==> config.mk <==
export PLATFORM = sky130hd
export DESIGN_NAME = cas_alert_status
export DESIGN_NICKNAME = d
export VERILOG_FILES = /design/src/shared/cas_pkg.sv /design/src/cas_alert_status.sv
export SDC_FILE = /design/constraint.sdc
export NUM_CORES = 1
export LEC_CHECK = 0
export BUFFER_PORTS_ARGS = -buffer_cell sky130_fd_sc_hd__clkbuf_2
export CORE_MARGIN = 3
export CORE_UTILIZATION = 60
export CTS_BUF_LIST = sky130_fd_sc_hd__clkbuf_4
export CTS_CLUSTER_DIAMETER = 120
export DETAILED_ROUTE_END_ITERATION = 10
export GPL_ROUTABILITY_DRIVEN = 0
export PLACE_DENSITY = 0.88
export RECOVER_POWER = 100
export SLEW_MARGIN = 0
export SYNTH_ARGS = -nofsm -noshare
export SYNTH_HDL_FRONTEND = slang
export SYNTH_SLANG_ARGS = --single-unit
==> constraint.sdc <==
create_clock -name sys_clk -period 12.2 [get_ports sys_clk]
set_clock_uncertainty 0.1 [all_clocks]
set_input_delay 2.44 -clock sys_clk [delete_from_list [all_inputs] [get_ports sys_clk]]
set_output_delay 2.44 -clock sys_clk [all_outputs]
set_load 0.01 [all_outputs]
==> src/shared/cas_pkg.sv <==
/*
  Constants for the channel 4..7 alert status bank: register indices,
  field positions, reset values and bus response codes.
  Assumes a 32-bit AXI4-Lite slave with one register per aligned word.
*/
package cas_pkg;
  // register indices; byte address is four times the index
  localparam logic [7:0] IDX_ALERT_CH4_CH7 = 8'h16;
  localparam logic [7:0] IDX_ALERT_CH8_CH11 = 8'h17;
  localparam logic [7:0] IDX_SETUP = 8'h20;
  localparam logic [7:0] IDX_IRQ_STATUS = 8'h21;
  localparam logic [7:0] IDX_IRQ_MASK = 8'h22;

  localparam int NUM_CH = 4;
  localparam int FIRST_CH = 4;
  localparam int FLAG_W = 8;
  localparam logic [7:0] ALERT_RESET = 8'h00;
  localparam logic [7:0] ALERT_CH8_CH11_RESET = 8'h00;
  localparam logic [7:0] IRQ_MASK_RESET = 8'h00;

  // per channel c (0 = ch4): lower flag bit 2c+1, upper flag bit 2c
  localparam int LOW_BIT_OFS = 1;
  localparam int HIGH_BIT_OFS = 0;

  // setup register fields
  localparam int SETUP_EN_LSB = 0;
  localparam int SETUP_AUTOCLR_BIT = 8;
  localparam logic [3:0] SETUP_EN_RESET = 4'h0;
  localparam logic SETUP_AUTOCLR_RESET = 1'b0;

  localparam logic [1:0] RESP_OKAY = 2'h0;
  localparam logic [1:0] RESP_SLVERR = 2'h2;
endpackage

==> src/cas_alert_status.sv <==
/*
  Sticky threshold alert flags for analog channels 4..7 behind an AXI4-Lite
  slave, with auto-clear by hysteresis, read-to-clear and a masked interrupt.
  Assumes conversion results, thresholds and hysteresis widths arrive
  synchronous to sys_clk from the converter datapath and threshold registers.
*/
// Local design decision: the AXI4-Lite interface to the registers.
`timescale 1ns/1ps

// Summary of operation
// - result at or below lower threshold sets low flag
// - result at or above upper threshold sets high flag
// - flags set or auto-clear only with detection enabled
// - reading status returns flags then clears them
// - auto-clear mode clears flag when back in range by more than the hysteresis width
// - channel 7 low bit 7, high bit 6
// - channel 6 low bit 5, high bit 4
// - channel 5 low bit 3, high bit 2
// - channel 4 low bit 1, high bit 0
// - status at index 0x16, resets to zero
// - channels 8..11 status at index 0x17, zero
module cas_alert_status #(
  parameter int ADDR_W = 8,
  parameter int RES_W = 16,
  parameter int HYST_W = 7
) (
  input wire logic sys_clk,
  input wire logic rst,
  input wire logic [ADDR_W-1:0] s_axi_awaddr,
  input wire logic s_axi_awvalid,
  output logic s_axi_awready,
  input wire logic [31:0] s_axi_wdata,
  input wire logic [3:0] s_axi_wstrb,
  input wire logic s_axi_wvalid,
  output logic s_axi_wready,
  output logic [1:0] s_axi_bresp,
  output logic s_axi_bvalid,
  input wire logic s_axi_bready,
  input wire logic [ADDR_W-1:0] s_axi_araddr,
  input wire logic s_axi_arvalid,
  output logic s_axi_arready,
  output logic [31:0] s_axi_rdata,
  output logic [1:0] s_axi_rresp,
  output logic s_axi_rvalid,
  input wire logic s_axi_rready,
  input wire logic convValid,
  input wire logic [3:0] convChannel,
  input wire logic [RES_W-1:0] convResult,
  input wire logic [cas_pkg::NUM_CH*RES_W-1:0] lowThreshold,
  input wire logic [cas_pkg::NUM_CH*RES_W-1:0] highThreshold,
  input wire logic [cas_pkg::NUM_CH*HYST_W-1:0] hysteresisWidth,
  output logic irq
);
  import cas_pkg::*;

  if (ADDR_W < 8 || RES_W < 2 || RES_W > 31 || HYST_W < 1 || HYST_W > RES_W) begin : g_bad_params
    $error("cas_alert_status: unsupported parameter values");
  end

  logic [FLAG_W-1:0] alertFlags;
  logic [FLAG_W-1:0] alertCh8Ch11;
  logic [FLAG_W-1:0] next_alertFlags;
  logic [FLAG_W-1:0] alertEvents;
  logic [FLAG_W-1:0] irqStatus;
  logic [FLAG_W-1:0] irqMask;
  logic [NUM_CH-1:0] detectEnable;
  logic autoClearMode;

  logic awHave;
  logic wHave;
  logic [ADDR_W-1:0] awAddr;
  logic [31:0] wData;
  logic [3:0] wStrb;
  logic next_awHave;
  logic next_wHave;
  logic doWrite;
  logic [7:0] wrIdx;
  logic wrMapped;
  logic arTaken;
  logic [7:0] rdIdx;
  logic readClear;
  logic next_rvalid;
  logic [31:0] next_rdata;
  logic [1:0] next_rresp;

  // ---------------- write channel ----------------
  assign next_awHave = (awHave && !doWrite) || (s_axi_awvalid && s_axi_awready);
  assign next_wHave = (wHave && !doWrite) || (s_axi_wvalid && s_axi_wready);
  assign doWrite = awHave && wHave && !s_axi_bvalid;
  assign wrIdx = 8'(awAddr[ADDR_W-1:2]);
  assign wrMapped = (wrIdx == IDX_ALERT_CH4_CH7) || (wrIdx == IDX_ALERT_CH8_CH11) ||
                    (wrIdx == IDX_SETUP) || (wrIdx == IDX_IRQ_STATUS) || (wrIdx == IDX_IRQ_MASK);

  always_ff @(posedge sys_clk) begin
    if (rst) begin
      awHave <= 1'b0;
      wHave <= 1'b0;
      s_axi_awready <= 1'b0;
      s_axi_wready <= 1'b0;
    end else begin
      awHave <= next_awHave;
      wHave <= next_wHave;
      s_axi_awready <= !next_awHave;
      s_axi_wready <= !next_wHave;
    end
  end

  always_ff @(posedge sys_clk) begin
    if (rst) begin
      awAddr <= '0;
      wData <= 32'h0000_0000;
      wStrb <= 4'h0;
    end else begin
      if (s_axi_awvalid && s_axi_awready) begin
        awAddr <= s_axi_awaddr;
      end
      if (s_axi_wvalid && s_axi_wready) begin
        wData <= s_axi_wdata;
        wStrb <= s_axi_wstrb;
      end
    end
  end

  always_ff @(posedge sys_clk) begin
    if (rst) begin
      s_axi_bvalid <= 1'b0;
      s_axi_bresp <= RESP_OKAY;
    end else if (doWrite) begin
      s_axi_bvalid <= 1'b1;
      s_axi_bresp <= wrMapped ? RESP_OKAY : RESP_SLVERR;
    end else if (s_axi_bready) begin
      s_axi_bvalid <= 1'b0;
    end
  end

  // setup: per-channel detection enables and auto-clear selection
  always_ff @(posedge sys_clk) begin
    if (rst) begin
      detectEnable <= SETUP_EN_RESET;
      autoClearMode <= SETUP_AUTOCLR_RESET;
    end else if (doWrite && wrIdx == IDX_SETUP) begin
      if (wStrb[0]) begin
        detectEnable <= wData[SETUP_EN_LSB +: NUM_CH];
      end
      if (wStrb[1]) begin
        autoClearMode <= wData[SETUP_AUTOCLR_BIT];
      end
    end
  end

  always_ff @(posedge sys_clk) begin
    if (rst) begin
      irqMask <= IRQ_MASK_RESET;
    end else if (doWrite && wrIdx == IDX_IRQ_MASK && wStrb[0]) begin
      irqMask <= wData[FLAG_W-1:0];
    end
  end

  // interrupt status: set by alert events, write one to clear; set wins
  always_ff @(posedge sys_clk) begin
    if (rst) begin
      irqStatus <= ALERT_RESET;
    end else if (doWrite && wrIdx == IDX_IRQ_STATUS && wStrb[0]) begin
      irqStatus <= (irqStatus & ~wData[FLAG_W-1:0]) | alertEvents;
    end else begin
      irqStatus <= irqStatus | alertEvents;
    end
  end

  always_ff @(posedge sys_clk) begin
    if (rst) begin
      irq <= 1'b0;
    end else begin
      irq <= |(irqStatus & irqMask);
    end
  end

  // ---------------- read channel ----------------
  assign arTaken = s_axi_arvalid && s_axi_arready;
  assign rdIdx = 8'(s_axi_araddr[ADDR_W-1:2]);
  assign readClear = arTaken && (rdIdx == IDX_ALERT_CH4_CH7);
  assign next_rvalid = (s_axi_rvalid && !s_axi_rready) || arTaken;

  always_comb begin
    next_rdata = 32'h0000_0000;
    next_rresp = RESP_OKAY;
    unique case (rdIdx)
      IDX_ALERT_CH4_CH7: next_rdata[FLAG_W-1:0] = alertFlags;
      IDX_ALERT_CH8_CH11: next_rdata[FLAG_W-1:0] = alertCh8Ch11;
      IDX_SETUP: begin
        next_rdata[SETUP_EN_LSB +: NUM_CH] = detectEnable;
        next_rdata[SETUP_AUTOCLR_BIT] = autoClearMode;
      end
      IDX_IRQ_STATUS: next_rdata[FLAG_W-1:0] = irqStatus;
      IDX_IRQ_MASK: next_rdata[FLAG_W-1:0] = irqMask;
      default: next_rresp = RESP_SLVERR;
    endcase
  end

  always_ff @(posedge sys_clk) begin
    if (rst) begin
      s_axi_rvalid <= 1'b0;
      s_axi_arready <= 1'b0;
      s_axi_rdata <= 32'h0000_0000;
      s_axi_rresp <= RESP_OKAY;
    end else begin
      s_axi_rvalid <= next_rvalid;
      s_axi_arready <= !next_rvalid;
      if (arTaken) begin
        s_axi_rdata <= next_rdata;
        s_axi_rresp <= next_rresp;
      end
    end
  end

  // channels 8..11 live elsewhere; this word only decodes and reads zero
  always_ff @(posedge sys_clk) begin
    if (rst) begin
      alertCh8Ch11 <= ALERT_CH8_CH11_RESET;
    end else begin
      alertCh8Ch11 <= ALERT_CH8_CH11_RESET;
    end
  end

  // ---------------- alert flags ----------------
  for (genvar c = 0; c < NUM_CH; c++) begin : g_ch
    localparam int LO = 2 * c + LOW_BIT_OFS;
    localparam int HI = 2 * c + HIGH_BIT_OFS;
    logic hit;
    logic lowSet;
    logic highSet;
    logic lowBack;
    logic highBack;
    logic [RES_W-1:0] lowThr;
    logic [RES_W-1:0] highThr;
    logic [RES_W:0] hyst;

    assign lowThr = lowThreshold[c*RES_W +: RES_W];
    assign highThr = highThreshold[c*RES_W +: RES_W];
    assign hyst = (RES_W+1)'(hysteresisWidth[c*HYST_W +: HYST_W]);
    assign hit = convValid && convChannel == 4'(FIRST_CH + c) && detectEnable[c];
    assign lowSet = hit && convResult <= lowThr;
    assign highSet = hit && convResult >= highThr;
    // back inside the band by more than the hysteresis width
    assign lowBack = hit && autoClearMode && ({1'b0, convResult} > {1'b0, lowThr} + hyst);
    assign highBack = hit && autoClearMode && ({1'b0, convResult} + hyst < {1'b0, highThr});
    // bit placement per channel
    assign alertEvents[LO] = lowSet;
    assign alertEvents[HI] = highSet;
    assign next_alertFlags[LO] = lowSet || (alertFlags[LO] && !readClear && !lowBack);
    assign next_alertFlags[HI] = highSet || (alertFlags[HI] && !readClear && !highBack);

    property p_low_set;
      @(posedge sys_clk) disable iff (rst)
        (convValid && convChannel == 4'(FIRST_CH + c) && detectEnable[c] && convResult <= lowThr)
        |=> alertFlags[2 * c + 1];
    endproperty
    a_low_set: assert property (p_low_set) else $error("low alert flag not set");

    property p_high_set;
      @(posedge sys_clk) disable iff (rst)
        (convValid && convChannel == 4'(FIRST_CH + c) && detectEnable[c] && convResult >= highThr)
        |=> alertFlags[2 * c];
    endproperty
    a_high_set: assert property (p_high_set) else $error("high alert flag not set");

    property p_disabled_quiet;
      @(posedge sys_clk) disable iff (rst)
        (!detectEnable[c] && alertFlags[2 * c +: 2] == 2'h0) |=> alertFlags[2 * c +: 2] == 2'h0;
    endproperty
    a_disabled_quiet: assert property (p_disabled_quiet) else $error("flag set while disabled");

    property p_auto_clear;
      @(posedge sys_clk) disable iff (rst)
        (autoClearMode && convValid && convChannel == 4'(FIRST_CH + c) && detectEnable[c] &&
         convResult > lowThr && {1'b0, convResult} > {1'b0, lowThr} + hyst)
        |=> !alertFlags[2 * c + 1];
    endproperty
    a_auto_clear: assert property (p_auto_clear) else $error("low flag not auto-cleared");

    property p_auto_clear_high;
      @(posedge sys_clk) disable iff (rst)
        (autoClearMode && convValid && convChannel == 4'(FIRST_CH + c) && detectEnable[c] &&
         {1'b0, convResult} + hyst < {1'b0, highThr})
        |=> !alertFlags[2 * c];
    endproperty
    a_auto_clear_high: assert property (p_auto_clear_high) else $error("high flag not auto-cleared");
  end

  always_ff @(posedge sys_clk) begin
    if (rst) begin
      alertFlags <= ALERT_RESET;
    end else begin
      alertFlags <= next_alertFlags;
    end
  end

  property p_read_clear;
    @(posedge sys_clk) disable iff (rst)
      (s_axi_arvalid && s_axi_arready && rdIdx == IDX_ALERT_CH4_CH7 && alertEvents == 8'h00)
      |=> (s_axi_rvalid && s_axi_rdata[7:0] == $past(alertFlags) && alertFlags == 8'h00);
  endproperty
  a_read_clear: assert property (p_read_clear) else $error("read did not return and clear");

  property p_reset_zero;
    @(posedge sys_clk) rst |=> (alertFlags == 8'h00 && irqStatus == 8'h00 && !irq);
  endproperty
  a_reset_zero: assert property (p_reset_zero) else $error("flags not zero after reset");

  property p_ch8_zero;
    @(posedge sys_clk) disable iff (rst)
      (s_axi_arvalid && s_axi_arready && rdIdx == IDX_ALERT_CH8_CH11)
      |=> (s_axi_rdata == 32'h0000_0000 && s_axi_rresp == RESP_OKAY);
  endproperty
  a_ch8_zero: assert property (p_ch8_zero) else $error("channel 8..11 word not zero");

  property p_set_beats_read;
    @(posedge sys_clk) disable iff (rst)
      (s_axi_arvalid && s_axi_arready && rdIdx == IDX_ALERT_CH4_CH7 && alertEvents != 8'h00)
      |=> ((alertFlags & $past(alertEvents)) == $past(alertEvents));
  endproperty
  a_set_beats_read: assert property (p_set_beats_read) else $error("event lost in clearing read");

  property p_irq_level;
    @(posedge sys_clk) disable iff (rst)
      1'b1 |=> (irq == $past(|(irqStatus & irqMask)));
  endproperty
  a_irq_level: assert property (p_irq_level) else $error("interrupt not raised");
endmodule

Word-level counts from Yosys, hierarchy flattened
Index checks and enable logic that the tools add are counted.

storage, ports and cells
  flip-flop bits (word level) = 69
  bits of input ports = 236
  output and inout port bits = 42
  logic and storage cells = 163

cells by class
  add/sub/neg operators = 8
  magnitude comparators = 16
  equality and inequality tests = 14
  muxes and demuxes = 8
  bitwise operators = 5
  reductions and logical operators = 93

operators by type and width
  kind                                            count
  adder 16 x 7 -> 17 bit                          8
  > comparator 16 x 17 -> 1 bit                   4
  < comparator 17 x 16 -> 1 bit                   4
  >= comparator 16 bit                            4
  <= comparator 16 bit                            4
  logical AND 1 bit                               58
  == test 6 bit (second input constant)           6
  == test 6 x 5 -> 1 bit (second input constant)  4
  AND 8 bit                                       2
  == test 4 x 3 -> 1 bit (second input constant)  4
  OR 8 bit                                        2
  case mux 4 bit (4 select lines)                 1
  zero test 1 bit                                 15
  logical OR 1 bit                                15
  case mux 4 bit (3 select lines)                 1
  2-to-1 mux 8 bit                                1
  inverter 8 bit                                  1
  OR reduction 8 bit                              1
  OR reduction 5 bit                              1
  2-to-1 mux 2 bit                                2
  AND reduction 2 bit                             2
  2-to-1 mux 1 bit                                3
  nonzero test 2 bit                              1

Longest topological paths before layout
Gate-level depths: netlist (run 1).

  depth in word-level cells = 8
  mapped depth = 15
  mapped depth without buffers = 15

Worst setup path after synthesis (run 1)
Ideal clock, no wire load.

  kind = input -> register
  start point = in convResult[3]
  end point = reg alertFlags[0]
  setup time = 0.133 ns
  arrival time = 5.415 ns
  data required time = 11.967 ns
  slack = 6.553 ns
  cell stages on the path = 13
  path buffers = 0
  cells stage by stage = ha_1 -> o21ai_0 -> a21oi_1 -> o41ai_1 -> nor2_1 -> xor2_1 -> ha_1 -> a21o_1 -> a2111oi_0 -> o2111ai_1 -> o21ai_0 -> nor4b_1 -> o22ai_1

on the way
  word-level cells in the longest chain between the ends = 6
  elaborated cells on any way between the ends = 8
  classes of those cells = add/sub (1); order compare (2); reduce/logical (5)

ends and longest elaborated chain
  what                           line                     text
  from (decl)                    cas_alert_status.sv:48   input wire logic [RES_W-1:0] convResult,
  adder 16 x 7 -> 17 bit         cas_alert_status.sv:246  assign highBack = hit && autoClearMode && ({1'b0, convResult} + hyst < {1'b0, highThr});
  < comparator 17 x 16 -> 1 bit  cas_alert_status.sv:246
  logical AND 1 bit              cas_alert_status.sv:246
  zero test 1 bit                cas_alert_status.sv:251  assign next_alertFlags[HI] = highSet || (alertFlags[HI] && !readClear && !highBack);
  logical AND 1 bit              cas_alert_status.sv:251
  logical OR 1 bit *             cas_alert_status.sv:251
  to (signal assigned)           cas_alert_status.sv:294  alertFlags <= next_alertFlags;
  to (decl)                      cas_alert_status.sv:60   logic [FLAG_W-1:0] alertFlags;

Mark *: on every way between the ends. The rest lies on a longest branch, timed or not.
A chain may end at the register's enable or synchronous reset.

Worst setup path in the final report (run 1)
  start point = in convResult[0]
  end point = reg alertFlags[0]

Same word-level chain as after synthesis.

==> load_flow_metrics.sql, run 1 <==
INSERT INTO impl_metrics (metric_group, metric, value, unit) VALUES
('routing', 'dr_total_vias', '12150', ''),
('cts', 'clk_pin_slew_worst_paths', '0.12', 'ns'),
('setup_path', 'timing.critical_path.to', 'alertFlags[0]', ''),
('synthesis', 'yosys_cell_types', '71', ''),
('global_routing', 'maximum_number_of_pins_on_one_net_before_global_route_repair', '66', ''),
('synthesis', 'ys_seq_area_share', '11.0', '%'),
('placed_design', 'post_dp_hpwl', '27700', 'µm'),
('sta', 'tightest_slew_margin_relative_to_the_limit', '-90.1', '%'),
('floorplan', 'core_area', '19100', 'µm²'),
('routing', 'top_signal_layer_used', 'met4', ''),
('routing', 'antenna_viol_nets_final', '0', ''),
('setup_path', 'critical_path.reg2reg.startpoint', 'awAddr[6]', ''),
('routing', 'drt-wirelength-per-cell', '17.2', 'µm'),
('floorplan', 'num_io_pins', '278', ''),
('setup_path', 'r2r_cells', '5', ''),
('synthesis', 'postSynth.topFlopCell', 'sky130_fd_sc_hd__dfxtp_1', ''),
('status', 'violated_checks', 'max-capacitance violations, max-slew violations', ''),
('final_layout', 'antenna_cells_inserted', '0', ''),
('routing', 'met3_length', '2400', 'µm'),
('setup_path', 'crit_start', 'convResult[0]', ''),
('sta', 'rsz0062_at_grt', 'no', ''),
('sta', 'maxClockFrequency', '158', 'MHz'),
('run', 'drv.max_cap_violation_count', '1', ''),
('sta', 'finalHoldWorstSlack', '0.364', 'ns'),
('final_layout', 'area_growth_syn_to_layout', '12.1', '%'),
('sta', 'slew_violations', '66', ''),
('floorplan', 'floorplan.initialDensity', '62.2', '%'),
('final_layout', 'final_cell_mix', 'sky130_fd_sc_hd__ha_1 (308), sky130_fd_sc_hd__clkbuf_2 (204), sky130_fd_sc_hd__inv_1 (140), sky130_fd_sc_hd__nand2_1 (137), sky130_fd_sc_hd__nor2_1 (126)', ''),
('sta', 'share_of_the_cycle_needed_by_the_critical_path_after_routing', '51.7', '%'),
('setup_path', 'start_kind', 'primary input', ''),
('cts', 'htreeDepth', '3', ''),
('cts', 'post_cts_buffers', '0', ''),
('pwr', 'power_per_standard_cell_area', '62.8', 'nW/µm²'),
('sta', 'final_critical_path_time_including_i_o_delays_and_setup', '6.31', 'ns'),
('synthesis', 'synth_warnings', '0', ''),
('routing', 'drtPass1Iterations', '9', ''),
('hold_path', 'hold_class', 'reg2reg', ''),
('setup_path', 'critPathKind', 'in2reg', ''),
('setup_path', 'worstPathRequired', '12.30', 'ns'),
('synthesis', 'syn-instance-count', '1528', ''),
('routing', 'm1WireLength', '14700', 'µm'),
('placed_design', 'port_buffers', '223', ''),
('pwr', 'finalPower', '835', 'µW'),
('setup_path', 'regToRegSetupSlack', '9.92', 'ns'),
('synthesis', 'syn_area', '11900', 'µm²'),
('floorplan', 'chipWidth', '147', 'µm'),
('setup_path', 'cp.arrival', '6.41', 'ns'),
('pwr', 'total_leakage_power', '0.00657', 'µW'),
('floorplan', 'die_area', '21500', 'µm²'),
('global_routing', 'groute.usage.overall', '30.8', '%'),
('hold_path', 'hold_path_startpoint', 'wStrb[1]', ''),
('final_layout', 'layout_cell_share_with_drive_strength_beyond_1', '14.0', '%'),
('global_routing', 'global_route_wire_length_before_repair', '55400', 'µm'),
('sta', 'finalSetupViolations', '0', ''),
('cts', 'cts-buffers-inserted', '9', ''),
('floorplan', 'die-height', '147', 'µm'),
('cts', 'ctsHoldBuffers', '0', ''),
('synthesis', 'ys_ff_latch', '65', ''),
('cts', 'post_cts_resized', '0', ''),
('sta', 'worst-slew-pin-transition', '2.85', 'ns'),
('cts', 'clkLatencyLatePin', '0.41', 'ns'),
('setup_path', 'cp_max_fo', '5', ''),
('final_layout', 'final_net_count', '2302', ''),
('global_routing', 'first_global_vias', '11810', ''),
('status', 'run_status', 'finished, violations left', ''),
('floorplan', 'row_count', '50', ''),
('setup_path', 'critical_path.endpoint_type', 'register', ''),
('synthesis', 'post_synth_arst_share', '0', '%'),
('final_layout', 'mostFrequentLayoutCell', 'sky130_fd_sc_hd__ha_1', ''),
('placed_design', 'placed_cell_area', '13200', 'µm²'),
('hold_path', 'worst_hold_path.num_cells', '2', '');
## Yosys cell counts (all sizes together), types with 4 or more instances
library cell / instances / share of area (%)
mux2i: 14 / 1.2
o41ai: 11 / 0.81
a211oi: 27 / 1.9
and3: 16 / 0.84
o21bai: 4 / 0.25
nor3: 36 / 1.5
o31ai: 4 / 0.30
nor2: 127 / 4.1
xor2: 33 / 2.4
nor4: 11 / 0.58
clkbuf: 17 / 0.54
nor2b: 16 / 0.84
a222oi: 9 / 0.76
or3: 4 / 0.25
o211ai: 13 / 0.82
a2111oi: 7 / 0.52
nand3b: 5 / 0.32
a21oi: 119 / 5.0
nand4: 44 / 2.3
and2: 7 / 0.37
o21ai: 65 / 2.7
buf: 30 / 1.7
nand3: 47 / 2.0
a22oi: 4 / 0.25
o2111ai: 4 / 0.30
and4: 4 / 0.30
inv: 140 / 4.4
o21a: 12 / 0.76
nor3b: 8 / 0.79
fa: 8 / 1.3
ha: 308 / 32
a211o: 7 / 0.52
dfxtp: 65 / 11
a21o: 28 / 1.8
nand2: 137 / 4.3
xnor2: 72 / 5.3
nand2b: 19 / 1.0
## cells by family after synthesis
| group | count (synthesis) | synth area share (%) |
|---|---|---|
| simple gates | 493 | 20.4 |
| compound gates | 347 | 19.1 |
| fa+ha+maj | 316 | 33.8 |
| buf+inv | 187 | 6.71 |
| xor+xnor | 105 | 7.75 |
| flops | 65 | 11.0 |
| mux | 14 | 1.18 |
| other cells | 1 | 0.0316 |
## worst min path at each step
| stage | end | slack, ns |
|---|---|---|
| final | wStrb[1] | 0.36 |
| after global routing | s_axi_rdata[8] | 0.38 |
| after CTS | wStrb[1] | 0.37 |
| after detailed placement | wStrb[1] | 0.35 |
| after global placement | wStrb[1] | 0.34 |
| after floorplan | wStrb[1] | 0.33 |
## per-stage QoR
step                      worst slack (ns)  std cells
final                                 5.89       2015
after detailed placement              5.85       1999
after global placement                5.87       1999
after global routing                  5.72       2015
after floorplan                       6.55       1552
after CTS                             6.26       2015
## report_power, final
| group | switching, µW | internal, µW |
|---|---|---|
| Sequential | 4.20 | 217 |
| Clock | 86.9 | 64.1 |
| Combinational | 266 | 197 |
| Total | 357 | 478 |
## worst max-delay path, stage by stage
cell and delay [ns]:
sky130_fd_sc_hd__clkbuf_1 0.47, sky130_fd_sc_hd__ha_1 0.30, sky130_fd_sc_hd__fa_1 0.22, sky130_fd_sc_hd__nand2_1 0.09, sky130_fd_sc_hd__a21oi_1 0.28, sky130_fd_sc_hd__o41ai_1 0.13, sky130_fd_sc_hd__nor2b_1 0.33, sky130_fd_sc_hd__nand3_1 0.17
sky130_fd_sc_hd__xnor2_1 0.19, sky130_fd_sc_hd__ha_1 0.21, sky130_fd_sc_hd__a21o_1 0.15, sky130_fd_sc_hd__a2111oi_0 0.60, sky130_fd_sc_hd__o2111ai_1 0.19, sky130_fd_sc_hd__o21ai_0 0.25, sky130_fd_sc_hd__nor4b_1 0.29, sky130_fd_sc_hd__o22ai_1 0.10
## registers in the layout, summed over array words and instances, names as in the netlist, 2 cells and up
name,flops
s_axi_rdata,9
wData,9
alertFlags,8
irqMask,8
irqStatus,8
awAddr,6
detectEnable,4
wStrb,2
## metal layers
layer  GRT usage, %  vias to the layer above
li1               -                     5961
met4           10.6                        0
met2           53.9                      503
met3           2.98                      109
met5              0                        -
met1           39.4                     5577
## cell type report
| cell class | instances | area, µm² | area share [%] |
|---|---|---|---|
| clock buffer | 9 | 67.6 | 0.508 |
| clock inverter | 7 | 77.6 | 0.583 |
| inverter | 140 | 526 | 3.95 |
| multi-input combinational | 1300 | 9840 | 73.9 |
| sequential | 65 | 1300 | 9.78 |
| tap | 260 | 325 | 2.44 |
| timing repair buffer | 234 | 1170 | 8.80 |
(Power assumes the default switching activity.)
==> inputs of run 2 (changes only) <==
- CORE_UTILIZATION: 60 -> 52
- PLACE_DENSITY: 0.88 -> 0.81
- clock period: 12.2 -> 5.8 ns (I/O delays scaled with it)
==> run 2 against run 1 <==
Net effect: the run still ends with max-capacitance violations, max-slew violations left; hold slack improved by 0.0051 ns; non-clock buffer count increased by 9; utilization fell by 9.0 points; global-route usage decreased by 2.3 points; sequential share of layout area down 0.088 points; total power increased by 120%; worst setup slack worse by 5.0 ns; final cell count up 1.4%; wire length is 5.5% higher; critical path type unchanged; largest power group unchanged.
==> load_flow_metrics.sql, run 2 (synthesis gave the netlist of run 1 again) <==
INSERT INTO impl_metrics (metric_group, metric, value, unit) VALUES
('status', 'run_status', 'finished, violations left', ''),
('status', 'violated_checks', 'max-capacitance violations, max-slew violations', ''),
('setup_path', 'slowest_stage', 'sky130_fd_sc_hd__a2111oi_0', ''),
('routing', 'viasPerCell', '5.98', ''),
('global_routing', 'maximum_number_of_pins_on_one_net_before_global_route_repair', '65', ''),
('final_layout', 'layout_cell_share_with_drive_strength_beyond_1', '14.3', '%'),
('setup_path', 'start_kind', 'primary input', ''),
('cts', 'clockBufferDepth', '2', ''),
('setup_path', 'worstPathCellList', 'clkbuf_1 -> ha_1 -> fa_1 -> nand2_1 -> a21oi_1 -> o41ai_1 -> nor2b_1 -> nand3_1 -> xnor2_1 -> ha_1 -> a21o_1 -> a2111oi_0 -> o2111ai_1 -> o21ai_0 -> nor4b_1 -> o22ai_1', ''),
('sta', 'finalWorstSetupSlack', '0.843', 'ns'),
('placed_design', 'post_dp_hpwl', '30000', 'µm'),
('final_layout', 'mostFrequentLayoutCell', 'sky130_fd_sc_hd__ha_1', ''),
('global_routing', 'global_route_wire_length_before_repair', '57200', 'µm'),
('sta', 'maxClockFrequency', '202', 'MHz'),
('setup_path', 'regToRegSetupSlack', '3.50', 'ns'),
('routing', 'antenna_viol_nets_final', '0', ''),
('setup_path', 'critPathKind', 'in2reg', ''),
('sta', 'tightest_slew_margin_relative_to_the_limit', '-96.0', '%'),
('sta', 'hold_violations', '0', ''),
('final_layout', 'instances_no_fill', '2044', ''),
('hold_path', 'hold_class', 'reg2reg', ''),
('final_layout', 'multi_input_combinational_cell_area', '9860', 'µm²'),
('hold_path', 'whs_endpoint', 'alertFlags[1]', ''),
('final_layout', 'final_design_area_no_fill', '13400', 'µm²'),
('pwr', 'power_per_standard_cell_area', '135', 'nW/µm²'),
('setup_path', 'cp.arrival', '5.07', 'ns'),
('cts', 'tritoncts_sink_count', '65', ''),
('setup_path', 'timing.critical_path.buf_inv', '1', ''),
('cts', 'post_cts_buffers', '0', ''),
('global_routing', 'grt_antenna_before_repair', '0', ''),
('cts', 'root_buffer', 'sky130_fd_sc_hd__clkbuf_4', ''),
('cts', 'post_cts_resized', '0', ''),
('routing', 'routed_wl', '36600', 'µm'),
('routing', 'drt-wirelength-per-cell', '17.9', 'µm'),
('final_layout', 'n_fill_cell', '2052', ''),
('routing', 'met3_length', '2870', 'µm'),
('setup_path', 'cp_slowest_stage_delay', '0.59', 'ns'),
('routing', 'wl_met2', '16800', 'µm'),
('global_routing', 'first_global_vias', '11939', ''),
('routing', 'dr_total_vias', '12214', ''),
('floorplan', 'floorplan.initialDensity', '53.7', '%'),
('setup_path', 'critical_path.endpoint_type', 'register', ''),
('hold_path', 'worst_hold_path.num_cells', '2', ''),
('cts', 'clock_tree_from_tritoncts', 'built', ''),
('cts', 'htreeDepth', '3', ''),
('cts', 'ctsHoldBuffers', '0', ''),
('placed_design', 'dp_cells', '2028', ''),
('pwr', 'total_leakage_power', '0.00662', 'µW'),
('setup_path', 'critical_path.reg2reg.startpoint', 's_axi_arready', ''),
('floorplan', 'num_io_pins', '278', ''),
('routing', 'm1WireLength', '15400', 'µm'),
('setup_path', 'critPathMostFrequentCell', 'sky130_fd_sc_hd__ha_1', ''),
('setup_path', 'critPathTopFamily', 'compound AO/OA/AOI/OAI gates', ''),
('floorplan', 'core_area', '22100', 'µm²'),
('final_layout', 'area_growth_syn_to_layout', '13.2', '%'),
('floorplan', 'die-height', '157', 'µm'),
('sta', 'share_of_the_cycle_needed_by_the_critical_path_after_routing', '85.5', '%'),
('sta', 'slew_violations', '65', ''),
('sta', 'timing.setup.tns', '0', 'ns'),
('final_layout', 'sequential_cell_area', '1300', 'µm²'),
('cts', 'cts-buffers-inserted', '9', ''),
('sta', 'finalHoldWorstSlack', '0.369', 'ns'),
('cts', 'clk_pin_slew_worst_paths', '0.13', 'ns'),
('sta', 'finalSetupViolations', '0', ''),
('setup_path', 'r2r_cells', '5', ''),
('setup_path', 'regToRegEndpoint', 'alertFlags[2]', ''),
('global_routing', 'groute.usage.overall', '28.5', '%'),
('setup_path', 'worstPathRequired', '5.91', 'ns'),
('sta', 'worst-slew-pin-transition', '2.94', 'ns'),
('floorplan', 'row_count', '54', ''),
('sta', 'final_critical_path_time_including_i_o_delays_and_setup', '4.96', 'ns'),
('final_layout', 'final_net_count', '2311', ''),
('cts', 'clkLatencyLatePin', '0.43', 'ns'),
('placed_design', 'dp_slack', '0.724', 'ns'),
('setup_path', 'cp_max_fo', '5', ''),
('floorplan', 'chipWidth', '157', 'µm'),
('pwr', 'power.ir.vdd_worst', '0.102', 'mV'),
('final_layout', 'final_cell_mix', 'sky130_fd_sc_hd__ha_1 (308), sky130_fd_sc_hd__clkbuf_2 (201), sky130_fd_sc_hd__inv_1 (140), sky130_fd_sc_hd__nand2_1 (137), sky130_fd_sc_hd__nor2_1 (126)', ''),
('final_layout', 'antenna_cells_inserted', '0', ''),
('run', 'drv.max_cap_violation_count', '1', ''),
('routing', 'drc', '0', ''),
('hold_path', 'hold_path_startpoint', 'alertFlags[1]', ''),
('routing', 'top_signal_layer_used', 'met4', ''),
('sta', 'rsz0062_at_grt', 'no', ''),
('routing', 'drtPass1Iterations', '6', ''),
('floorplan', 'die_area', '24700', 'µm²'),
('global_routing', 'globalRouteOverflowTotal', '0', ''),
('routing', 'drt_first_iter_violations', '716', ''),
('placed_design', 'placed_cell_area', '13300', 'µm²'),
('placed_design', 'port_buffers', '223', ''),
('final_layout', 'reg.largest.list', 's_axi_rdata x9, wData x9', '');
[run 2: cell count changes in the layout (fill, tap and decap cells not counted), moves of 3 or more]
cell                       before  now
sky130_fd_sc_hd__buf_4         10   18
sky130_fd_sc_hd__clkbuf_1      20   24
sky130_fd_sc_hd__a211oi_1      27   24
sky130_fd_sc_hd__a211oi_2       0    3
sky130_fd_sc_hd__clkbuf_2     204  201
[run 2: cell type report]
class | count | share of cell area, %
timing repair buffer | 243 | 9.17
tap | 280 | 2.61
clock inverter | 6 | 0.680
clock buffer | 10 | 0.559
inverter | 140 | 3.91
multi-input combinational | 1300 | 73.4
sequential | 65 | 9.69
[run 2: where the power goes]
part / switching [µW] / internal [µW] / total [µW]
clock: 182 / 182 / 364
combinational: 565 / 419 / 984
sequential: 8.81 / 456 / 465
[run 2: tightest hold or removal path: cells and delay by family, from the launching register on]
family | cells | cell delay, ns
compound gates | 1 | 0.05
flops | 1 | 0.33
simple gates | 1 | 0.05
[run 2: worst max-delay path by stage]
stage / cells after the start / slack [ns] / endpoint / start
5_1_grt: 16 / 0.64 / alertFlags[0] / convResult[0]
3_5_place_dp: 16 / 0.72 / alertFlags[0] / convResult[0]
6_report: 16 / 0.84 / alertFlags[0] / convResult[0]
2_1_floorplan: 13 / 1.43 / alertFlags[0] / convResult[3]
3_3_place_gp: 16 / 0.88 / alertFlags[0] / convResult[0]
4_1_cts: 16 / 1.18 / alertFlags[0] / convResult[0]
[run 2: routing by layer]
layer	vias to the layer above	GRT usage, %
li1	5986	-
met1	5587	36.6
met5	-	0
met2	526	48.3
met4	0	12.0
met3	115	3.27
[run 2: stage by stage]
| step | utilization (%) | power [µW] |
|---|---|---|
| after detailed placement | 60.2 | 1440 |
| after global placement | 60.2 | 1390 |
| after floorplan | - | 1130 |
| after global routing | 60.8 | 1960 |
| after CTS | 61.0 | 1800 |
| final | 60.8 | 1810 |
==> inputs of run 3 (changes only) <==
- PLACE_DENSITY: 0.81 -> 0.79
==> run 3 against run 2 <==
Net effect: the run still ends with max-capacitance violations, max-slew violations left; sequential power is essentially flat; clock power shrank 11%; sequential cell count is the same; register-to-register slack gained 0.03 ns; maximum frequency grew 1.9%; highest routed layer unchanged.
==> load_flow_metrics.sql, run 3 (synthesis gave the netlist of run 1 again) <==
INSERT INTO impl_metrics (metric_group, metric, value, unit) VALUES
('hold_path', 'whs_endpoint', 's_axi_rdata[8]', ''),
('pwr', 'total_leakage_power', '0.00661', 'µW'),
('setup_path', 'regToRegEndpoint', 'detectEnable[3]', ''),
('routing', 'drt_first_iter_violations', '798', ''),
('setup_path', 'cp.arrival', '4.98', 'ns'),
('sta', 'share_of_the_cycle_needed_by_the_critical_path_after_routing', '83.9', '%'),
('floorplan', 'row_count', '54', ''),
('routing', 'routed_wl', '36000', 'µm'),
('run', 'drv.max_cap_violation_count', '1', ''),
('sta', 'rsz0062_at_grt', 'no', ''),
('sta', 'timing.setup.tns', '0', 'ns'),
('setup_path', 'r2r_cells', '6', ''),
('sta', 'hold_violations', '0', ''),
('cts', 'cts-buffers-inserted', '9', ''),
('setup_path', 'worstPathRequired', '5.91', 'ns'),
('cts', 'ctsHoldBuffers', '0', ''),
('cts', 'clockBufferDepth', '2', ''),
('global_routing', 'globalRouteOverflowTotal', '0', ''),
('sta', 'finalHoldWorstSlack', '0.366', 'ns'),
('global_routing', 'global_route_wire_length_before_repair', '56500', 'µm'),
('routing', 'drt-wirelength-per-cell', '17.6', 'µm'),
('sta', 'finalWorstSetupSlack', '0.934', 'ns'),
('global_routing', 'maximum_number_of_pins_on_one_net_before_global_route_repair', '65', ''),
('cts', 'clk_pin_slew_worst_paths', '0.12', 'ns'),
('cts', 'post_cts_resized', '0', ''),
('cts', 'root_buffer', 'sky130_fd_sc_hd__clkbuf_4', ''),
('floorplan', 'num_io_pins', '278', ''),
('final_layout', 'layout_cell_share_with_drive_strength_beyond_1', '14.3', '%'),
('placed_design', 'post_dp_hpwl', '29700', 'µm'),
('floorplan', 'die-height', '157', 'µm'),
('routing', 'viasPerCell', '5.90', ''),
('floorplan', 'die_area', '24700', 'µm²'),
('sta', 'maxClockFrequency', '205', 'MHz'),
('setup_path', 'cp_max_fo', '5', ''),
('final_layout', 'final_cell_mix', 'sky130_fd_sc_hd__ha_1 (308), sky130_fd_sc_hd__clkbuf_2 (201), sky130_fd_sc_hd__inv_1 (140), sky130_fd_sc_hd__nand2_1 (137), sky130_fd_sc_hd__nor2_1 (126)', ''),
('sta', 'final_critical_path_time_including_i_o_delays_and_setup', '4.87', 'ns'),
('cts', 'post_cts_buffers', '0', ''),
('pwr', 'power_per_standard_cell_area', '131', 'nW/µm²'),
('floorplan', 'floorplan.initialDensity', '53.7', '%'),
('cts', 'htreeDepth', '3', ''),
('final_layout', 'antenna_cells_inserted', '0', ''),
('routing', 'dr_total_vias', '12059', ''),
('status', 'run_status', 'finished, violations left', ''),
('setup_path', 'critical_path.reg2reg.startpoint', 'awAddr[7]', ''),
('final_layout', 'mostFrequentLayoutCell', 'sky130_fd_sc_hd__ha_1', ''),
('cts', 'clock_tree_from_tritoncts', 'built', ''),
('setup_path', 'start_kind', 'primary input', ''),
('sta', 'worst-slew-pin-transition', '2.87', 'ns'),
('final_layout', 'area_growth_syn_to_layout', '13.0', '%'),
('placed_design', 'port_buffers', '223', ''),
('hold_path', 'hold_class', 'reg2reg', ''),
('final_layout', 'final_net_count', '2312', ''),
('floorplan', 'core_area', '22100', 'µm²'),
('hold_path', 'hold_path_startpoint', 's_axi_rdata[8]', ''),
('pwr', 'power.ir.vdd_worst', '0.114', 'mV'),
('sta', 'slew_violations', '65', ''),
('routing', 'drc', '0', ''),
('hold_path', 'worst_hold_path.num_cells', '2', ''),
('final_layout', 'reg.largest.list', 's_axi_rdata x9, wData x9', ''),
('global_routing', 'groute.usage.overall', '28.2', '%'),
('global_routing', 'first_global_vias', '11641', ''),
('routing', 'antenna_viol_nets_final', '0', ''),
('global_routing', 'grt_antenna_before_repair', '0', ''),
('final_layout', 'n_fill_cell', '2031', ''),
('status', 'violated_checks', 'max-capacitance violations, max-slew violations', ''),
('routing', 'drtPass1Iterations', '8', ''),
('floorplan', 'chipWidth', '157', 'µm'),
('setup_path', 'critPathKind', 'in2reg', ''),
('cts', 'tritoncts_sink_count', '65', ''),
('sta', 'tightest_slew_margin_relative_to_the_limit', '-91.1', '%'),
('placed_design', 'dp_slack', '0.730', 'ns'),
('cts', 'clkLatencyLatePin', '0.42', 'ns'),
('setup_path', 'critical_path.endpoint_type', 'register', ''),
('sta', 'finalSetupViolations', '0', ''),
('setup_path', 'regToRegSetupSlack', '3.53', 'ns');
run 3: changes by cell type in the layout (fill, tap and decap cells not counted), sizes merged:
| cell | delta |
|---|---|
| buf | +2 |
| bufinv | -1 |
| clkbuf | -2 |
| clkinv | +1 |
| inv | +1 |
run 3: worst max-delay path, stage by stage:
cell and delay, ns:
sky130_fd_sc_hd__clkbuf_1 0.28, sky130_fd_sc_hd__ha_1 0.35, sky130_fd_sc_hd__fa_1 0.40, sky130_fd_sc_hd__nand2_1 0.11, sky130_fd_sc_hd__a21oi_1 0.11, sky130_fd_sc_hd__o41ai_1 0.42, sky130_fd_sc_hd__nor2b_1 0.18, sky130_fd_sc_hd__nand3_1 0.14
sky130_fd_sc_hd__xnor2_1 0.08, sky130_fd_sc_hd__ha_1 0.19, sky130_fd_sc_hd__a21o_1 0.16, sky130_fd_sc_hd__a2111oi_0 0.56, sky130_fd_sc_hd__o2111ai_1 0.21, sky130_fd_sc_hd__o21ai_0 0.23, sky130_fd_sc_hd__nor4b_1 0.29, sky130_fd_sc_hd__o22ai_1 0.10
run 3: how the worst max path moves through the flow:
stage / start / endpoint
floorplan: convResult[3] / alertFlags[0]
global placement: convResult[0] / alertFlags[0]
detailed placement: convResult[0] / alertFlags[0]
CTS: convResult[0] / alertFlags[0]
global route: convResult[0] / alertFlags[0]
finish: convResult[0] / alertFlags[0]
run 3: per-stage QoR:
stage	instances	util, %	total power [µW]	area [µm²]
after floorplan	1552	-	1130	12000
after global placement	2029	60.3	1400	13300
after detailed placement	2029	60.3	1430	13300
after CTS	2045	60.9	1760	13500
after global routing	2045	60.7	1920	13400
final	2045	60.7	1760	13400
run 3: metal layers:
metal,GRT usage [%],routed length (µm),vias to the layer above
met5,0,0,-
met4,9.13,966,0
met3,2.56,2500,80
met2,49.1,17000,459
met1,36.9,15500,5535
li1,-,-,5985
run 3: layout make-up:
class	instances	area, µm²	share of cell area, %
flip-flops and latches	65	1300	9.70
inverters	140	526	3.92
clock buffers	9	67.6	0.504
well taps	280	350	2.61
repair buffers	244	1240	9.26
clock inverters	7	78.8	0.588
multi-input cells	1300	9850	73.4
run 3: report_power, final:
part / internal [µW] / switching, µW
clock: 136 / 188
combinational: 417 / 556
sequential: 456 / 9.12
